## src/verilog/mfs_defines.vh

```
// Constants for the management fault supervisor
// What this block does
// - Load timestamp from battery clock after reset
// - OS time changes leave timestamp untouched
// - Event log reachable in every power state
// - Log holds 3639 records in 95231 bytes
// - Overflowing log command refused with C4h
// - Sensor repository 65519 bytes, always reachable
// - Beep code once per detection, never repeated
// - Each digit sounds as that many beeps
// - Codes 1-5-2-1 no processor, 1-5-2-4 identity
// - Codes 1-5-4-2 dropout, 1-5-4-4 power timeout
// - Codes 1-5-1-2 regulator watchdog, 1-5-1-4 supply
// - Diagnostic interrupt pulse lasts at least 30 ms
// - One pulse only until system reset
// - Pulse on command, button, or pre-timeout
// - Log button and watchdog pulses unless a controller reset is logged that cycle; not command
// - Watchdog restarts CPU, hardware, or firmware
// - At most three hardware or CPU resets, then hold boot loader
// - Reset count clears after 30 quiet minutes
// - Log each watchdog-caused controller reset
// - Degraded status held until system reset
`ifndef MFS_DEFINES_VH
`define MFS_DEFINES_VH
`define MFS_CLK_MHZ 125
`define MFS_LOG_MAX_RECORDS 3639
`define MFS_LOG_MAX_BYTES 95231
`define MFS_REPO_MAX_BYTES 65519
`define MFS_CC_OK 8'h00
`define MFS_CC_OUT_OF_SPACE 8'hc4
`define MFS_NMI_MS 30
`define MFS_NMI_CYCLES (`MFS_NMI_MS * 1000 * `MFS_CLK_MHZ)
`define MFS_QUIET_MIN 30
`define MFS_QUIET_CYCLES (64'd`MFS_QUIET_MIN * 64'd60 * 64'd1000000 * 64'd`MFS_CLK_MHZ + 64'd1)
`define MFS_WDT_MAX_RESETS 3
`define MFS_BEEP_ON_MS 200
`define MFS_BEEP_GAP_MS 200
`define MFS_DIGIT_GAP_MS 1000
`define MFS_MS_CYCLES(ms) ((ms) * 1000 * `MFS_CLK_MHZ)
`define MFS_CODE_NO_CPU 16'h1521
`define MFS_CODE_ID_MISMATCH 16'h1524
`define MFS_CODE_PG_DROP 16'h1542
`define MFS_CODE_PG_TIMEOUT 16'h1544
`define MFS_CODE_VR_WDT 16'h1512
`define MFS_CODE_PSU_MIX 16'h1514
`define MFS_EVT_NMI_BUTTON 2'd1
`define MFS_EVT_NMI_WDT 2'd2
`define MFS_EVT_CTRL_RESET 2'd3
`define MFS_RST_NONE 2'd0
`define MFS_RST_FW 2'd1
`define MFS_RST_HW 2'd2
`define MFS_RST_CPU 2'd3
`endif

```

## src/verilog/mfs_beep_seq.v

```verilog
// Beep code sequencer: up to four BCD digits, one group of beeps per digit; a zero digit ends the code
`timescale 1ns/100ps
`include "mfs_defines.vh"
module mfs_beep_seq #(
  parameter BEEP_ON = `MFS_MS_CYCLES(`MFS_BEEP_ON_MS),
  parameter BEEP_GAP = `MFS_MS_CYCLES(`MFS_BEEP_GAP_MS),
  parameter DIGIT_GAP = `MFS_MS_CYCLES(`MFS_DIGIT_GAP_MS)
)(
  input wire clk_sys,
  input wire rst,
  input wire start,
  input wire [15:0] code,
  output wire busy,
  output reg beep
);
  localparam S_IDLE = 2'd0;
  localparam S_ON = 2'd1;
  localparam S_GAP = 2'd2;
  localparam S_DGAP = 2'd3;
  reg [1:0] state;
  reg [15:0] shift;
  reg [1:0] digit_idx;
  reg [3:0] left;
  reg [31:0] timer;
  assign busy = (state != S_IDLE);
  always @(posedge clk_sys)
  begin
    if (rst)
    begin
      state <= S_IDLE;
      shift <= 16'h0000;
      digit_idx <= 2'd0;
      left <= 4'h0;
      timer <= 32'h00000000;
      beep <= 1'b0;
    end
    else
    begin
      case (state)
        S_IDLE:
        begin
          beep <= 1'b0;
          // Started once per detection, never loops back by itself
          if (start && code[15:12] != 4'h0)
          begin
            shift <= {code[11:0], 4'h0};
            left <= code[15:12];
            digit_idx <= 2'd0;
            timer <= BEEP_ON[31:0] - 32'd1;
            beep <= 1'b1;
            state <= S_ON;
          end
        end
        S_ON:
          if (timer == 32'd0)
          begin
            beep <= 1'b0;
            left <= left - 4'h1;
            if (left != 4'h1)
            begin
              timer <= BEEP_GAP[31:0] - 32'd1;
              state <= S_GAP;
            end
            else if (digit_idx == 2'd3)
              state <= S_IDLE;
            else
            begin
              timer <= DIGIT_GAP[31:0] - 32'd1;
              state <= S_DGAP;
            end
          end
          else
            timer <= timer - 32'd1;
        S_GAP:
          if (timer == 32'd0)
          begin
            timer <= BEEP_ON[31:0] - 32'd1;
            beep <= 1'b1;
            state <= S_ON;
          end
          else
            timer <= timer - 32'd1;
        S_DGAP:
          if (timer == 32'd0)
          begin
            digit_idx <= digit_idx + 2'd1;
            left <= shift[15:12];
            shift <= {shift[11:0], 4'h0};
            timer <= BEEP_ON[31:0] - 32'd1;
            beep <= (shift[15:12] != 4'h0);
            state <= (shift[15:12] != 4'h0) ? S_ON : S_IDLE;
          end
          else
            timer <= timer - 32'd1;
        default:
          state <= S_IDLE;
      endcase
    end
  end
endmodule

```

## src/verilog/mfs_occupancy.v

```verilog
// Occupancy tracker for one non-volatile store, refuses overflow
`timescale 1ns/100ps
`include "mfs_defines.vh"
module mfs_occupancy #(
  parameter MAX_BYTES = `MFS_LOG_MAX_BYTES,
  parameter MAX_RECORDS = `MFS_LOG_MAX_RECORDS
)(
  input wire clk_sys,
  input wire rst,
  input wire req_valid,
  input wire req_add,
  input wire req_clear,
  input wire [15:0] req_bytes,
  output reg done,
  output reg [7:0] completion,
  output reg [16:0] used_bytes,
  output reg [15:0] used_records
);
  wire [17:0] grown = {1'b0, used_bytes} + {2'b00, req_bytes};
  wire fits = (grown <= MAX_BYTES) &&
    ({1'b0, used_records} + 17'd1 <= MAX_RECORDS);
  always @(posedge clk_sys)
  begin
    if (rst)
    begin
      done <= 1'b0;
      completion <= `MFS_CC_OK;
      used_bytes <= 17'd0;
      used_records <= 16'd0;
    end
    else
    begin
      done <= req_valid;
      if (req_valid)
      begin
        if (req_clear)
        begin
          used_bytes <= 17'd0;
          used_records <= 16'd0;
          completion <= `MFS_CC_OK;
        end
        else if (req_add && !fits)
          completion <= `MFS_CC_OUT_OF_SPACE;
        else if (req_add)
        begin
          used_bytes <= grown[16:0];
          used_records <= used_records + 16'd1;
          completion <= `MFS_CC_OK;
        end
        else
          completion <= `MFS_CC_OK;
      end
    end
  end
endmodule

```

## src/verilog/mfs_supervisor.v

```verilog
// Management fault supervisor top: time, stores, beeps, NMI, watchdog
`timescale 1ns/100ps
`include "mfs_defines.vh"
module mfs_supervisor #(
  parameter NMI_CYCLES = `MFS_NMI_CYCLES,
  parameter [63:0] QUIET_CYCLES = `MFS_QUIET_CYCLES,
  parameter BEEP_ON = `MFS_MS_CYCLES(`MFS_BEEP_ON_MS),
  parameter BEEP_GAP = `MFS_MS_CYCLES(`MFS_BEEP_GAP_MS),
  parameter DIGIT_GAP = `MFS_MS_CYCLES(`MFS_DIGIT_GAP_MS),
  parameter TICKS_PER_SEC = `MFS_CLK_MHZ * 1000000
)(
  input wire clk_sys,
  input wire rst,
  input wire sys_reset,
  // Battery clock read over the SMBus engine
  output reg rtc_read_req,
  input wire rtc_read_done,
  input wire [31:0] rtc_read_time,
  input wire time_set_valid,
  input wire [31:0] time_set_value,
  input wire os_time_change,
  output reg [31:0] timestamp,
  output reg time_valid,
  // Event log store requests (in-band or out-of-band alike)
  input wire log_req_valid,
  input wire log_req_add,
  input wire log_req_clear,
  input wire [15:0] log_req_bytes,
  output wire log_done,
  output wire [7:0] log_completion,
  output wire [15:0] log_records,
  // Sensor repository store requests
  input wire repo_req_valid,
  input wire repo_req_add,
  input wire repo_req_clear,
  input wire [15:0] repo_req_bytes,
  output wire repo_done,
  output wire [7:0] repo_completion,
  // Failure detections
  input wire fail_no_cpu,
  input wire fail_processor_identity_check,
  input wire fail_pg_dropout,
  input wire fail_pg_timeout,
  input wire fail_vr_watchdog,
  input wire fail_psu_mix,
  output wire beep,
  output wire beep_busy,
  // Diagnostic interrupt
  input wire nmi_cmd,
  input wire nmi_button,
  input wire wdt_pretimeout,
  input wire wdt_pretimeout_nmi_en,
  output reg nmi_out,
  // Self-recovery watchdog
  input wire wdt_fault,
  input wire [1:0] wdt_fault_kind,
  output reg [1:0] restart_kind,
  output reg restart_pulse,
  output reg boot_loader_stage,
  output reg [1:0] wdt_reset_count,
  output reg status_degraded,
  // Sensor event log output
  output reg event_valid,
  output reg [1:0] event_code
);
  localparam T_LOAD = 2'd0;
  localparam T_WAIT = 2'd1;
  localparam T_RUN = 2'd2;

  reg [1:0] t_state;
  reg [31:0] sec_div;
  reg nmi_used;
  reg [31:0] nmi_timer;
  reg [63:0] quiet_timer;
  reg fail_seen [0:5];
  reg beep_start;
  reg [15:0] beep_code;
  reg [2:0] pend_sel;
  reg next_rtc_req;
  wire [5:0] fail_in = {fail_psu_mix, fail_vr_watchdog, fail_pg_timeout,
    fail_pg_dropout, fail_processor_identity_check, fail_no_cpu};
  wire [5:0] fail_rise;
  wire [16:0] log_used_bytes;
  wire [16:0] repo_used_bytes;
  wire [15:0] repo_records;

  function [15:0] code_of;
    input [2:0] idx;
    begin
      case (idx)
        3'd0: code_of = `MFS_CODE_NO_CPU;
        3'd1: code_of = `MFS_CODE_ID_MISMATCH;
        3'd2: code_of = `MFS_CODE_PG_DROP;
        3'd3: code_of = `MFS_CODE_PG_TIMEOUT;
        3'd4: code_of = `MFS_CODE_VR_WDT;
        3'd5: code_of = `MFS_CODE_PSU_MIX;
        default: code_of = 16'h0000;
      endcase
    end
  endfunction

  // Timestamp: loaded from battery clock, then counted in seconds
  // Request stands until the battery clock answers
  always @*
  begin
    next_rtc_req = (t_state == T_LOAD) ||
      (t_state == T_WAIT && !rtc_read_done);
  end

  always @(posedge clk_sys)
  begin
    if (rst)
    begin
      t_state <= T_LOAD;
      rtc_read_req <= 1'b0;
      timestamp <= 32'h00000000;
      time_valid <= 1'b0;
      sec_div <= 32'h00000000;
    end
    else
    begin
      rtc_read_req <= next_rtc_req;
      case (t_state)
        T_LOAD:
          t_state <= T_WAIT;
        T_WAIT:
          if (rtc_read_done)
          begin
            timestamp <= rtc_read_time;
            time_valid <= 1'b1;
            sec_div <= 32'h00000000;
            t_state <= T_RUN;
          end
        T_RUN:
        begin
          // OS time changes are deliberately not an input to this path
          if (time_set_valid)
          begin
            timestamp <= time_set_value;
            sec_div <= 32'h00000000;
          end
          else if (sec_div == TICKS_PER_SEC - 1)
          begin
            sec_div <= 32'h00000000;
            timestamp <= timestamp + 32'd1;
          end
          else
            sec_div <= sec_div + 32'd1;
        end
        default:
          t_state <= T_LOAD;
      endcase
    end
  end

  // Stores run from the controller clock only, so every power state
  mfs_occupancy #(
    .MAX_BYTES(`MFS_LOG_MAX_BYTES),
    .MAX_RECORDS(`MFS_LOG_MAX_RECORDS)
  ) u_log (
    .clk_sys(clk_sys),
    .rst(rst),
    .req_valid(log_req_valid),
    .req_add(log_req_add),
    .req_clear(log_req_clear),
    .req_bytes(log_req_bytes),
    .done(log_done),
    .completion(log_completion),
    .used_bytes(log_used_bytes),
    .used_records(log_records)
  );

  mfs_occupancy #(
    .MAX_BYTES(`MFS_REPO_MAX_BYTES),
    .MAX_RECORDS(65535)
  ) u_repo (
    .clk_sys(clk_sys),
    .rst(rst),
    .req_valid(repo_req_valid),
    .req_add(repo_req_add),
    .req_clear(repo_req_clear),
    .req_bytes(repo_req_bytes),
    .done(repo_done),
    .completion(repo_completion),
    .used_bytes(repo_used_bytes),
    .used_records(repo_records)
  );

  // Edge detect each failure; one code per detection
  genvar g;
  generate
    for (g = 0; g < 6; g = g + 1)
    begin : g_fail
      always @(posedge clk_sys)
      begin
        if (rst)
          fail_seen[g] <= 1'b0;
        else
          fail_seen[g] <= fail_in[g];
      end
      assign fail_rise[g] = fail_in[g] && !fail_seen[g];
    end
  endgenerate

  // Pending flags: new detection sets, start of its code clears
  reg [5:0] pend;
  always @*
  begin
    pend_sel = 3'd7;
    if (pend[5]) pend_sel = 3'd5;
    if (pend[4]) pend_sel = 3'd4;
    if (pend[3]) pend_sel = 3'd3;
    if (pend[2]) pend_sel = 3'd2;
    if (pend[1]) pend_sel = 3'd1;
    if (pend[0]) pend_sel = 3'd0;
  end

  always @(posedge clk_sys)
  begin
    if (rst)
    begin
      pend <= 6'h00;
      beep_start <= 1'b0;
      beep_code <= 16'h0000;
    end
    else
    begin
      beep_start <= 1'b0;
      if (!beep_busy && !beep_start && pend_sel != 3'd7)
      begin
        beep_start <= 1'b1;
        beep_code <= code_of(pend_sel);
        // Set wins over clear for the same slot
        pend <= (pend & ~(6'h01 << pend_sel)) | fail_rise;
      end
      else
        pend <= pend | fail_rise;
    end
  end

  mfs_beep_seq #(
    .BEEP_ON(BEEP_ON),
    .BEEP_GAP(BEEP_GAP),
    .DIGIT_GAP(DIGIT_GAP)
  ) u_beep (
    .clk_sys(clk_sys),
    .rst(rst),
    .start(beep_start),
    .code(beep_code),
    .busy(beep_busy),
    .beep(beep)
  );

  // Diagnostic interrupt: one pulse per system reset
  wire nmi_wdt = wdt_pretimeout && wdt_pretimeout_nmi_en;
  wire nmi_trig = nmi_cmd || nmi_button || nmi_wdt;
  always @(posedge clk_sys)
  begin
    if (rst || sys_reset)
    begin
      nmi_used <= 1'b0;
      nmi_out <= 1'b0;
      nmi_timer <= 32'h00000000;
    end
    else if (nmi_out)
    begin
      if (nmi_timer == 32'd0)
        nmi_out <= 1'b0;
      else
        nmi_timer <= nmi_timer - 32'd1;
    end
    else if (nmi_trig && !nmi_used)
    begin
      nmi_used <= 1'b1;
      nmi_out <= 1'b1;
      nmi_timer <= NMI_CYCLES - 1;
    end
  end

  // Self-recovery watchdog
  wire wdt_take = wdt_fault && wdt_fault_kind != `MFS_RST_NONE &&
    !boot_loader_stage;
  wire ctrl_reset = wdt_take && wdt_fault_kind != `MFS_RST_FW;
  always @(posedge clk_sys)
  begin
    if (rst)
    begin
      restart_kind <= `MFS_RST_NONE;
      restart_pulse <= 1'b0;
      boot_loader_stage <= 1'b0;
      wdt_reset_count <= 2'd0;
      quiet_timer <= 64'd0;
    end
    else
    begin
      restart_pulse <= wdt_take;
      if (wdt_take)
        restart_kind <= wdt_fault_kind;
      if (ctrl_reset)
      begin
        quiet_timer <= 64'd0;
        if (wdt_reset_count == `MFS_WDT_MAX_RESETS)
        begin
          restart_pulse <= 1'b0;
          boot_loader_stage <= 1'b1;
        end
        else
          wdt_reset_count <= wdt_reset_count + 2'd1;
      end
      else if (quiet_timer >= QUIET_CYCLES - 64'd1)
      begin
        wdt_reset_count <= 2'd0;
        quiet_timer <= 64'd0;
      end
      else if (!boot_loader_stage)
        quiet_timer <= quiet_timer + 64'd1;
    end
  end

  wire ctrl_reset_done = ctrl_reset &&
    wdt_reset_count != `MFS_WDT_MAX_RESETS;
  always @(posedge clk_sys)
  begin
    if (rst || sys_reset)
      status_degraded <= 1'b0;
    else if (ctrl_reset_done)
      status_degraded <= 1'b1;
  end

  // Sensor events; watchdog resets outrank interrupt events
  always @(posedge clk_sys)
  begin
    if (rst)
    begin
      event_valid <= 1'b0;
      event_code <= 2'd0;
    end
    else
    begin
      event_valid <= 1'b0;
      if (ctrl_reset_done)
      begin
        event_valid <= 1'b1;
        event_code <= `MFS_EVT_CTRL_RESET;
      end
      else if (!nmi_out && !nmi_used && (nmi_button || nmi_wdt))
      begin
        event_valid <= 1'b1;
        event_code <= nmi_button ? `MFS_EVT_NMI_BUTTON : `MFS_EVT_NMI_WDT;
      end
    end
  end
endmodule

```

## config.mk

```make
export PLATFORM = sky130hd
export DESIGN_NAME = mfs_supervisor
export DESIGN_NICKNAME = d
export VERILOG_FILES = /design/src/verilog/mfs_beep_seq.v /design/src/verilog/mfs_occupancy.v /design/src/verilog/mfs_supervisor.v
export VERILOG_INCLUDE_DIRS = /design/src /design/src/verilog
export SDC_FILE = /design/constraint.sdc
export NUM_CORES = 1
export LEC_CHECK = 0
export BUFFER_PORTS_ARGS = -buffer_cell sky130_fd_sc_hd__buf_4
export CORE_MARGIN = 8
export CORE_UTILIZATION = 25
export DETAILED_ROUTE_END_ITERATION = 8
export PLACE_DENSITY = 0.48
export SLEW_MARGIN = 20
export SYNTH_ARGS = -nofsm -noshare
export SYNTH_HDL_FRONTEND = slang
export SYNTH_SLANG_ARGS = --single-unit
```

## constraint.sdc

```tcl
create_clock -name clk_sys -period 7.35 [get_ports clk_sys]
set_clock_uncertainty 0.1 [all_clocks]
set_input_delay 0.735 -clock clk_sys [delete_from_list [all_inputs] [get_ports clk_sys]]
set_output_delay 0.735 -clock clk_sys [all_outputs]
set_load 0.02 [all_outputs]
```

[Word level (Yosys, flattened, before mapping)]
Memories as Yosys holds them, arrays and structs flattened.
Index checks and enable logic that the tools add are counted.
Operators by class
  mux-type cells: 89
  $lt $le $gt $ge: 5
  shifts and indexed selects: 1
  bitwise logic cells: 12
  $add $sub $neg: 14
  eq/ne operators: 28
  reduce and logical (&&, ||, !) cells: 75
Operators with widths (count)
  $mux W32: 14
  $mux W16: 8
  $pmux W32 S2: 2
  $mux W17: 6
  $pmux W32 S3: 1
  $pmux W13 S6: 1
  $add A32 B1 Y32 const B: 2
  $add A64 B1 Y64 const B: 1
  $ge A64 B38 Y1 const B: 1
  $logic_not A32 Y1: 2
  $sub A32 B1 Y32 const B: 2
  $add A17 B16 Y18: 2
  $add A16 B1 Y17 const B: 2
  $add A16 B1 Y16 const B: 2
  $eq A32 B27 Y1 const B: 1
  $le A32 B12 Y1 const B: 1
  $le A32 B16 Y1 const B: 1
  $mux W2: 16
  $mux W8: 4
  $pmux W16 S2: 1
  $logic_and A1 B1 Y1: 22
  $mux W1: 22
  $le A18 B16 Y1 const B: 1
  $le A18 B17 Y1 const B: 1
  other kinds (38): 108
Word-level totals
  memories kept: 1
  output and inout bits: 81
  input port bits: 121
  register bits: 340
  word-level logic and storage cells: 258
  bits in writable memories: 6
Memories
  fail_seen: depth 6, width 1, rd ports 6, clocked after Yosys merged registers in 0, wr ports 6, RTL line mfs_supervisor.v:75  | reg fail_seen [0:5];

[Longest topological paths before layout]
Gate-level depths: netlist (run 1).
  word-level depth: 11
  depth in mapped cells: 14
  mapped depth without buffers: 12

[Hierarchy]
Synthesis (run 1) repeated with hierarchy kept, for this count alone.
Second synthesis, totals
  cells, all modules: 2265
  area, all modules: 18451.4 sq um
By module, submodules not included
  mfs_supervisor: sequential area each 3923.8 sq um, times used 1, cells an instance 1148, area each 9390.3 sq um
  mfs_beep_seq: sequential area each 1061.0 sq um, times used 1, cells an instance 390, area each 3393.3 sq um
  mfs_occupancy (u_log): sequential area each 700.7 sq um, times used 1, cells an instance 368, area each 2927.8 sq um
  mfs_occupancy (u_repo): sequential area each 700.7 sq um, times used 1, cells an instance 359, area each 2740.1 sq um

[Worst setup path after synthesis (run 1)]
Ideal clock, no wire load.
  path kind: input port to flip-flop
  start: in repo_req_bytes[0]
  end: reg u_repo.used_bytes[0]
  library setup time: 0.117 ns
  data required time: 7.133 ns
  arrival time: 3.648 ns
  slack: 3.485 ns
  cell stages on the path: 14
  path through: ha_1 > inv_1 > fa_1 > nand2b_1 > a211o_1 > a21o_1 > a211oi_1 > nand3_1 > nor4_1 > a311oi_2 > and2_0 > clkbuf_1 > buf_2 > a22o_1
On the way
  word-level cells in the longest chain between the ends: 7
  elaborated cells on any way between the ends: 10
Ends and longest elaborated chain
  from (decl): RTL line mfs_supervisor.v:36  | input wire [15:0] repo_req_bytes,
  $add A17 B16 Y18 *: RTL line mfs_occupancy.v:19  | wire [17:0] grown = {1'b0, used_bytes} + {2'b00, req_bytes};
  $le A18 B16 Y1: RTL line mfs_occupancy.v:20  | wire fits = (grown <= MAX_BYTES) &&
  $logic_and A1 B1 Y1: RTL line mfs_occupancy.v:20
  $logic_not A1 Y1: RTL line mfs_occupancy.v:42  | else if (req_add && !fits)
  $logic_and A1 B1 Y1: RTL line mfs_occupancy.v:42
  $ne A2 B2 Y1 (no line)
  $reduce_and A3 Y1 (no line)
  to (signal assigned): RTL line mfs_occupancy.v:46  | used_bytes <= grown[16:0];
  to (decl): RTL line mfs_occupancy.v:16  | output reg [16:0] used_bytes,
Every way passes the cells marked *; elsewhere a longest branch is shown, timed or not. The select of a mux whose other input is x is not followed.
A chain may end at the register's enable or synchronous reset.

[Final worst setup path (run 1)]
  start: reg u_repo.used_bytes[0]
  end: reg u_repo.used_records[0]
On the way
  word-level cells in the longest chain between the ends: 7
Ends and longest elaborated chain
  $add A17 B16 Y18: RTL line mfs_occupancy.v:19
  $le A18 B16 Y1: RTL line mfs_occupancy.v:20
  $logic_and A1 B1 Y1: RTL line mfs_occupancy.v:20
  $logic_not A1 Y1: RTL line mfs_occupancy.v:42
  $logic_and A1 B1 Y1: RTL line mfs_occupancy.v:42
  $ne A2 B2 Y1 (no line)
  $reduce_and A3 Y1 (no line)
  to (signal assigned): RTL line mfs_occupancy.v:47  | used_records <= used_records + 16'd1;
  to (decl): RTL line mfs_occupancy.v:17  | output reg [15:0] used_records
Every way passes these cells.

==> results.md, run 1 <==
- Initial DRC count: roughly 900
- Commonest non-fill, non-tap cell in the layout: dfxtp_1
- Worst relative slew slack: 0.290
- Post-synth EDFFs: 0
- # IOs: about 200
- Core area: 0.0669 sq mm
- Worst EP arrival: approximately 4.7 ns
- Status: completed
- WL final: between 40000 and 50000 microns
- H-tree levels: 2
- Maximum VDD drop: roughly 0.15 mV
- Routed length per placed instance: 15.1 microns
- N_diodes: 0
- CTS root buf: clkbuf_16
- Cell count after synthesis: roughly 2100
- Fin worst setup slack: slightly below 3 ns
- CTS max path bufs: 3
- Skew-Pair Late Insertion Delay: about 0.57 ns
- DRT Pass-1 Iters: 5
- Shortest period the worst path allows: between 4 and 5 ns
- Most frequent cells in the layout: dfxtp_1, nor2_1, nand2_1
- Crit end category: register
- Pleak: roughly 0.008 uW
- Synth warn: 0
- Post-synth top flop: dfxtp_1
- Worst Setup Path Type: reg -> reg
- CTS tree: done
- Worst-Margin Slew: 1.06 ns
- Final Max Slew Viols: 0
- Setup repair after global routing missed its margin: no
- Yosys reg bits: around 320
- Gr usage total: 0.122
- Vias in the first global route: 15300
- CP Data Required Time: about 7.7 ns
- Worst Reg-to-Reg Cells: 13
- Fin. Hold Viols: 0
- Dpl ws: approximately 2.5 ns
- Min-Delay Endpoint: restart_pulse
- Critical Path Start Type: register
- Reg2reg end: u_repo.used_records[0]
- Hold WC Path Type: in -> reg
- Number of vias per cell: roughly 4.9
- FMAX: between 0.2 and 0.25 GHz
- R2r setup slk: just under 3 ns
- Final nets: 2437
- Share of cells above drive strength 1: 0.131
- # setup viols final: 0
- CTS Hold Bufs: 0
- Routed vias: between 15000 and 20000
- Sequential area share after synthesis: 0.376
- Die width: around 280 microns
- Final period util: 0.594
- Layout fillers: 7070
- Max Cap Viol: 0
- Initial antenna violation count: 0
- Avg Inst Size Synth: approximately 8.0 sq um
- Port buffer count: 190
- Total grt overflow: 0
- First-pass GRT wire length: slightly below 80000 microns
- Full die area: 0.0758 sq mm
- Hpwl dp: 33500 microns
- P per Cell Area: roughly 260 mW/mm^2
- Post-Syn Area: 0.0168 sq mm
- Area growth syn-to-layout: 22.1%
- Chip height: 275 microns
- Reg2reg start: u_repo.used_bytes[0]
- CP Max Fanout: 19
- Min-delay src: wdt_fault_kind[1]
- Hold Path Stages: 2
- Clock slew at reported path FFs: roughly 0.060 ns
- Post-CTS setup buffer count: 0
- Unique masters post-synth: between 80 and 90
- GPL Wtd Cong: about 0.84
- Setup_tns: 0 ns
- Synth async-reset ratio: 0
- CTS resizes: 0
- Total clock sinks: approximately 320
- Final ANT Viol Nets: 0
- Total CTS buffers: 42
- Hold slack: 0.282 ns
- Initial Util: 0.251
- # DRC: 0
- Largest net degree at the start of global routing: 95
- Row cnt: between 90 and 100
-- cell usage after synthesis (7+ instances only) --
| library cell | number | area (sq um) |
|---|---|---|
| mux2_2 | 7 | 78.8 |
| dfxtp_1 | 316 | 6330 |
| nor4_1 | 32 | 200 |
| a211oi_1 | 23 | 173 |
| o21ai_0 | 103 | 515 |
| nand2_1 | 224 | 841 |
| a311oi_1 | 30 | 263 |
| nand2b_1 | 35 | 219 |
| buf_2 | 7 | 35.0 |
| a21oi_1 | 157 | 786 |
| o21a_1 | 7 | 52.6 |
| nor2b_1 | 25 | 156 |
| xor2_1 | 53 | 464 |
| a31oi_1 | 20 | 125 |
| and4_1 | 9 | 78.8 |
| a22o_1 | 13 | 114 |
| or4_1 | 11 | 82.6 |
| xnor2_1 | 60 | 526 |
| or2_2 | 8 | 50.1 |
| mux2i_1 | 29 | 290 |
| nand4_1 | 38 | 238 |
| nor2_1 | 278 | 1040 |
| or3_1 | 24 | 150 |
| inv_1 | 35 | 131 |
| and3_1 | 52 | 325 |
| a221o_1 | 11 | 110 |
| and2_1 | 20 | 125 |
| nor3b_1 | 14 | 105 |
| clkbuf_1 | 90 | 338 |
| nor3_1 | 57 | 285 |
| nand3_1 | 71 | 355 |
| a21o_1 | 21 | 158 |
| buf_4 | 14 | 105 |
| o211ai_1 | 19 | 143 |
| nand3b_1 | 8 | 60.1 |
| o31ai_1 | 13 | 97.6 |
| ha_1 | 46 | 576 |
-- how the worst max path moves through the flow --
stage	from	end	slack (ns)	cells after the start
after floorplan	repo_req_bytes[0]	u_repo.used_bytes[0]	3.49	14
after global placement	repo_req_bytes[0]	u_repo.used_records[0]	2.51	14
after detailed placement	repo_req_bytes[0]	u_repo.used_records[0]	2.48	14
after CTS	u_repo.used_bytes[0]	u_repo.used_records[0]	2.93	13
after global routing	u_repo.used_bytes[0]	u_repo.used_records[0]	2.60	13
final	u_repo.used_bytes[0]	u_repo.used_records[0]	2.98	13
-- power by group --
group	total (uW)	internal (uW)	leakage [uW]	switching (uW)
logic	1250	494	0.00455	755
registers	2000	1850	0.00258	148
clock network	2160	1350	0.000697	805
total	5410	3700	0.00783	1710
-- cell families after synthesis --
logic type               synth area share
AO/OA/AOI/OAI                       0.196
multiplexers                       0.0219
AND/OR/NAND/NOR                     0.272
adder cells (fa/ha/maj)            0.0366
other                            0.000223
XOR/XNOR                           0.0589
buffers and inverters              0.0378
flip-flops                          0.376
-- flip-flops by register name (all words and copies together), names as in the netlist, 7 cells and up --
| name | count |
|---|---|
| u_repo.used_records | 16 |
| beep_code | 7 |
| sec_div | 32 |
| quiet_timer | 64 |
| u_repo.used_bytes | 17 |
| timestamp | 32 |
| u_beep.shift | 9 |
| nmi_timer | 32 |
| u_beep.timer | 32 |
| u_log.used_bytes | 17 |
| u_log.used_records | 16 |
-- cell type report --
type                            count  area [sq um]  area share
Multi-Input combinational cell   1672         10000       0.488
Sequential cell                   316          6330       0.308
Timing Repair Buffer              200          1510      0.0735
Clock buffer                       63          1210      0.0590
Tap cell                          873          1090      0.0532
Clock inverter                     12           241      0.0118
Inverter                           36           135     0.00658
-- stage by stage --
step / power, uW / instances / area, sq um / utilization
global route: 5740 / 3172 / 20500 / 0.307
finish: 5410 / 3172 / 20500 / 0.307
floorplan: 2910 / 2141 / 16900 / -
detailed placement: 3280 / 3097 / 19100 / 0.285
CTS: 5500 / 3172 / 20500 / 0.307
global placement: 3250 / 3097 / 19100 / 0.285
-- worst max-delay path: stages, from the launching register on --
cell	delay [ns]
dfxtp_1	0.33
ha_1	0.18
inv_1	0.06
fa_1	0.41
nand2b_1	0.24
a211o_1	0.37
a21o_1	0.19
a211oi_1	0.35
nand3_1	0.15
nor4_1	0.47
a311oi_2	0.16
buf_4	0.23
and2_0	0.54
mux2_2	0.46
-- metal layers --
metal  GRT usage  vias up  share of wire
li1            -     7889              -
met1       0.155     7357           0.46
met2       0.209      235           0.48
met3      0.0178       80          0.036
met4      0.0450        0          0.029
met5           0        -              0
Power figures use the tool's default switching activity.
==> run 2, diff against run 1 <==
--- a/config.mk
+++ b/config.mk
@@ -10,7 +10,7 @@
 export CORE_MARGIN = 8
 export CORE_UTILIZATION = 25
 export DETAILED_ROUTE_END_ITERATION = 8
-export PLACE_DENSITY = 0.48
+export PLACE_DENSITY = 0.49
 export SLEW_MARGIN = 20
 export SYNTH_ARGS = -nofsm -noshare
 export SYNTH_HDL_FRONTEND = slang
==> constraint.sdc (replaced) <==
create_clock -name clk_sys -period 3.9 [get_ports clk_sys]
set_clock_uncertainty 0.1 [all_clocks]
set_input_delay 0.39 -clock clk_sys [delete_from_list [all_inputs] [get_ports clk_sys]]
set_output_delay 0.39 -clock clk_sys [all_outputs]
set_load 0.02 [all_outputs]
==> results.md, run 2 (synthesized netlist as in run 1, its figures left out) <==
- Status: completed
- Final Max Slew Viols: 0
- Share of cells above drive strength 1: 0.136
- Final ANT Viol Nets: 0
- Non-filler cells, final: between 3000 and 4000
- Routed length per placed instance: around 15 microns
- Number of vias per cell: 4.94
- Worst Reg-to-Reg Cells: 13
- Initial Util: 0.251
- Total grt overflow: 0
- Core area: between 0.06 and 0.07 sq mm
- First-pass GRT wire length: between 70000 and 80000 microns
- Worst EP arrival: roughly 4.1 ns
- Most flops, register: quiet_timer
- Routed vias: ~16000
- Worst relative slew slack: 0.381
- GPL Wtd Cong: approximately 0.8
- P per Cell Area: approximately 480 mW/mm^2
- Chip height: around 280 microns
- CP max stage delay: ~0.63 ns
- Layout fillers: just over 7000
- FMAX: around 0.27 GHz
- Vias in the first global route: between 15000 and 20000
- Port buffer count: between 150 and 200
- CTS tree: done
- Worst Setup Path Type: reg -> reg
- Reg2reg end: u_repo.completion[6]
- Area growth syn-to-layout: 23.2%
- N_diodes: 0
- CP Max Fanout: 4
- Largest net degree at the start of global routing: about 120
- Crit-path cells: ha_1 > inv_1 > fa_1 > nand2b_1 > buf_4 > a2111oi_0 > a311oi_1 > o31ai_1 > nand3_1 > nor4_2 > a31oi_1 > or4b_2 > a21oi_1
- Die width: roughly 280 microns
- Max stage delay cell, worst path: or4b_2
- Worst-Margin Slew: around 0.93 ns
- Crit end category: register
- Commonest non-fill, non-tap cell in the layout: dfxtp_1
- WL final: 48000 microns
- Min-Delay Endpoint: timestamp[8]
- Min-delay src: rtc_read_time[8]
- DRT Pass-1 Iters: 5
- Initial antenna violation count: 0
- Fin worst setup slack: between 0.2 and 0.25 ns
- Total clock sinks: around 320
- Gr usage total: 0.122
- Hold slack: 0.0374 ns
- Hold Path Stages: 3
- Hold WC Path Type: in -> reg
- FF+latch area: between 0.006 and 0.007 sq mm
- Layout Utilization: 0.309
- Shortest period the worst path allows: about 3.7 ns
- Maximum VDD drop: 0.293 mV
- Post-CTS setup buffer count: 0
- Final nets: between 2000 and 2500
- # DRC: 0
- Initial DRC count: around 900
- Multi-input logic area: about 0.01 sq mm
- Placed Cells incl. Taps: slightly above 3000
- Fin. Hold Viols: 0
- Total CTS buffers: between 40 and 50
- CP Data Required Time: between 4 and 5 ns
- Full die area: 0.0758 sq mm
- Clock slew at reported path FFs: 0.06 ns
- R2r setup slk: 0.20 ns
- Critical Path Start Type: register
- Max Cap Viol: 0
- Dpl ws: between 0.06 and 0.07 ns
- Row cnt: 95
- Setup_tns: 0 ns
- Reg2reg start: u_repo.used_bytes[0]
- Hpwl dp: approximately 34000 microns
- Setup repair after global routing missed its margin: no
- Skew-Pair Late Insertion Delay: approximately 0.56 ns
- # IOs: between 200 and 250
- CTS root buf: clkbuf_16
- Pleak: ~0.008 uW
- H-tree levels: 2
- Final period util: 0.948
- Most frequent cells in the layout: dfxtp_1, nor2_1, nand2_1
- # setup viols final: 0
- CTS max path bufs: 3
- Max reg flops: 64
-- run 2: cell types whose count changed in the layout (fill, tap and decap cells not counted), sizes merged --
cell,delta
clkbuf,-4
clkinv,+5
inv,+1
bufinv,-4
dlygate4sd3,+19
buf,+15
clkinvlp,-1
-- run 2: area by class of cell --
cell class	instances	area share
clock buffers	59	0.0567
clock inverters	13	0.00622
well taps	873	0.0527
inverters	36	0.00652
multi-input cells	1672	0.484
flip-flops and latches	316	0.305
repair buffers	234	0.0885
-- run 2: worst max-delay path by stage --
stage,end,startpoint,slack [ns],cells after the start
final,u_repo.completion[6],u_repo.used_bytes[0],0.20,13
after global routing,u_repo.used_bytes[4],u_repo.used_bytes[0],0.03,14
after CTS,u_repo.completion[6],u_repo.used_bytes[0],0.19,12
after detailed placement,u_repo.completion[6],repo_req_bytes[0],0.07,14
after global placement,u_repo.completion[6],repo_req_bytes[0],0.05,13
after floorplan,u_repo.used_bytes[0],repo_req_bytes[0],0.38,14
-- run 2: timing repair --
action | in CTS | in global routing
hold buffers | 19 | 0
setup endpoints to repair | 0 | 16
gates resized for setup | 0 | 2
endpoints found under the hold margin | 24 | 0
-- run 2: per-layer routing --
| layer | vias up | share of wire | global-route usage | routed length, microns |
|---|---|---|---|---|
| li1 | 7962 | - | - | - |
| met1 | 7505 | 0.46 | 0.157 | 22200 |
| met2 | 269 | 0.47 | 0.204 | 22400 |
| met3 | 88 | 0.038 | 0.0214 | 1830 |
| met4 | 0 | 0.031 | 0.0472 | 1500 |
| met5 | - | 0 | 0 | 0 |
-- run 2: report_power, final --
group	internal, uW	leakage [uW]	total [uW]	switching [uW]
Sequential	3500	0.00258	3770	275
Combinational	997	0.00472	2420	1420
Clock	2220	0.000644	3700	1480
Total	6710	0.00794	9890	3180
-- run 2: critical path, delay by kind of cell (launching register included) --
kind            cells  cell delay [ns]
fa+ha+maj           2             0.60
flops               1             0.33
compound gates      5             1.04
simple gates        4             1.34
buf+inv             2             0.22
-- run 2: metrics by stage --
stage / area [sq um] / total power [uW]
finish: 20700 / 9890
global route: 20700 / 10500
CTS: 20700 / 10100
detailed placement: 19200 / 6230
global placement: 19200 / 6200
floorplan: 16900 / 5490
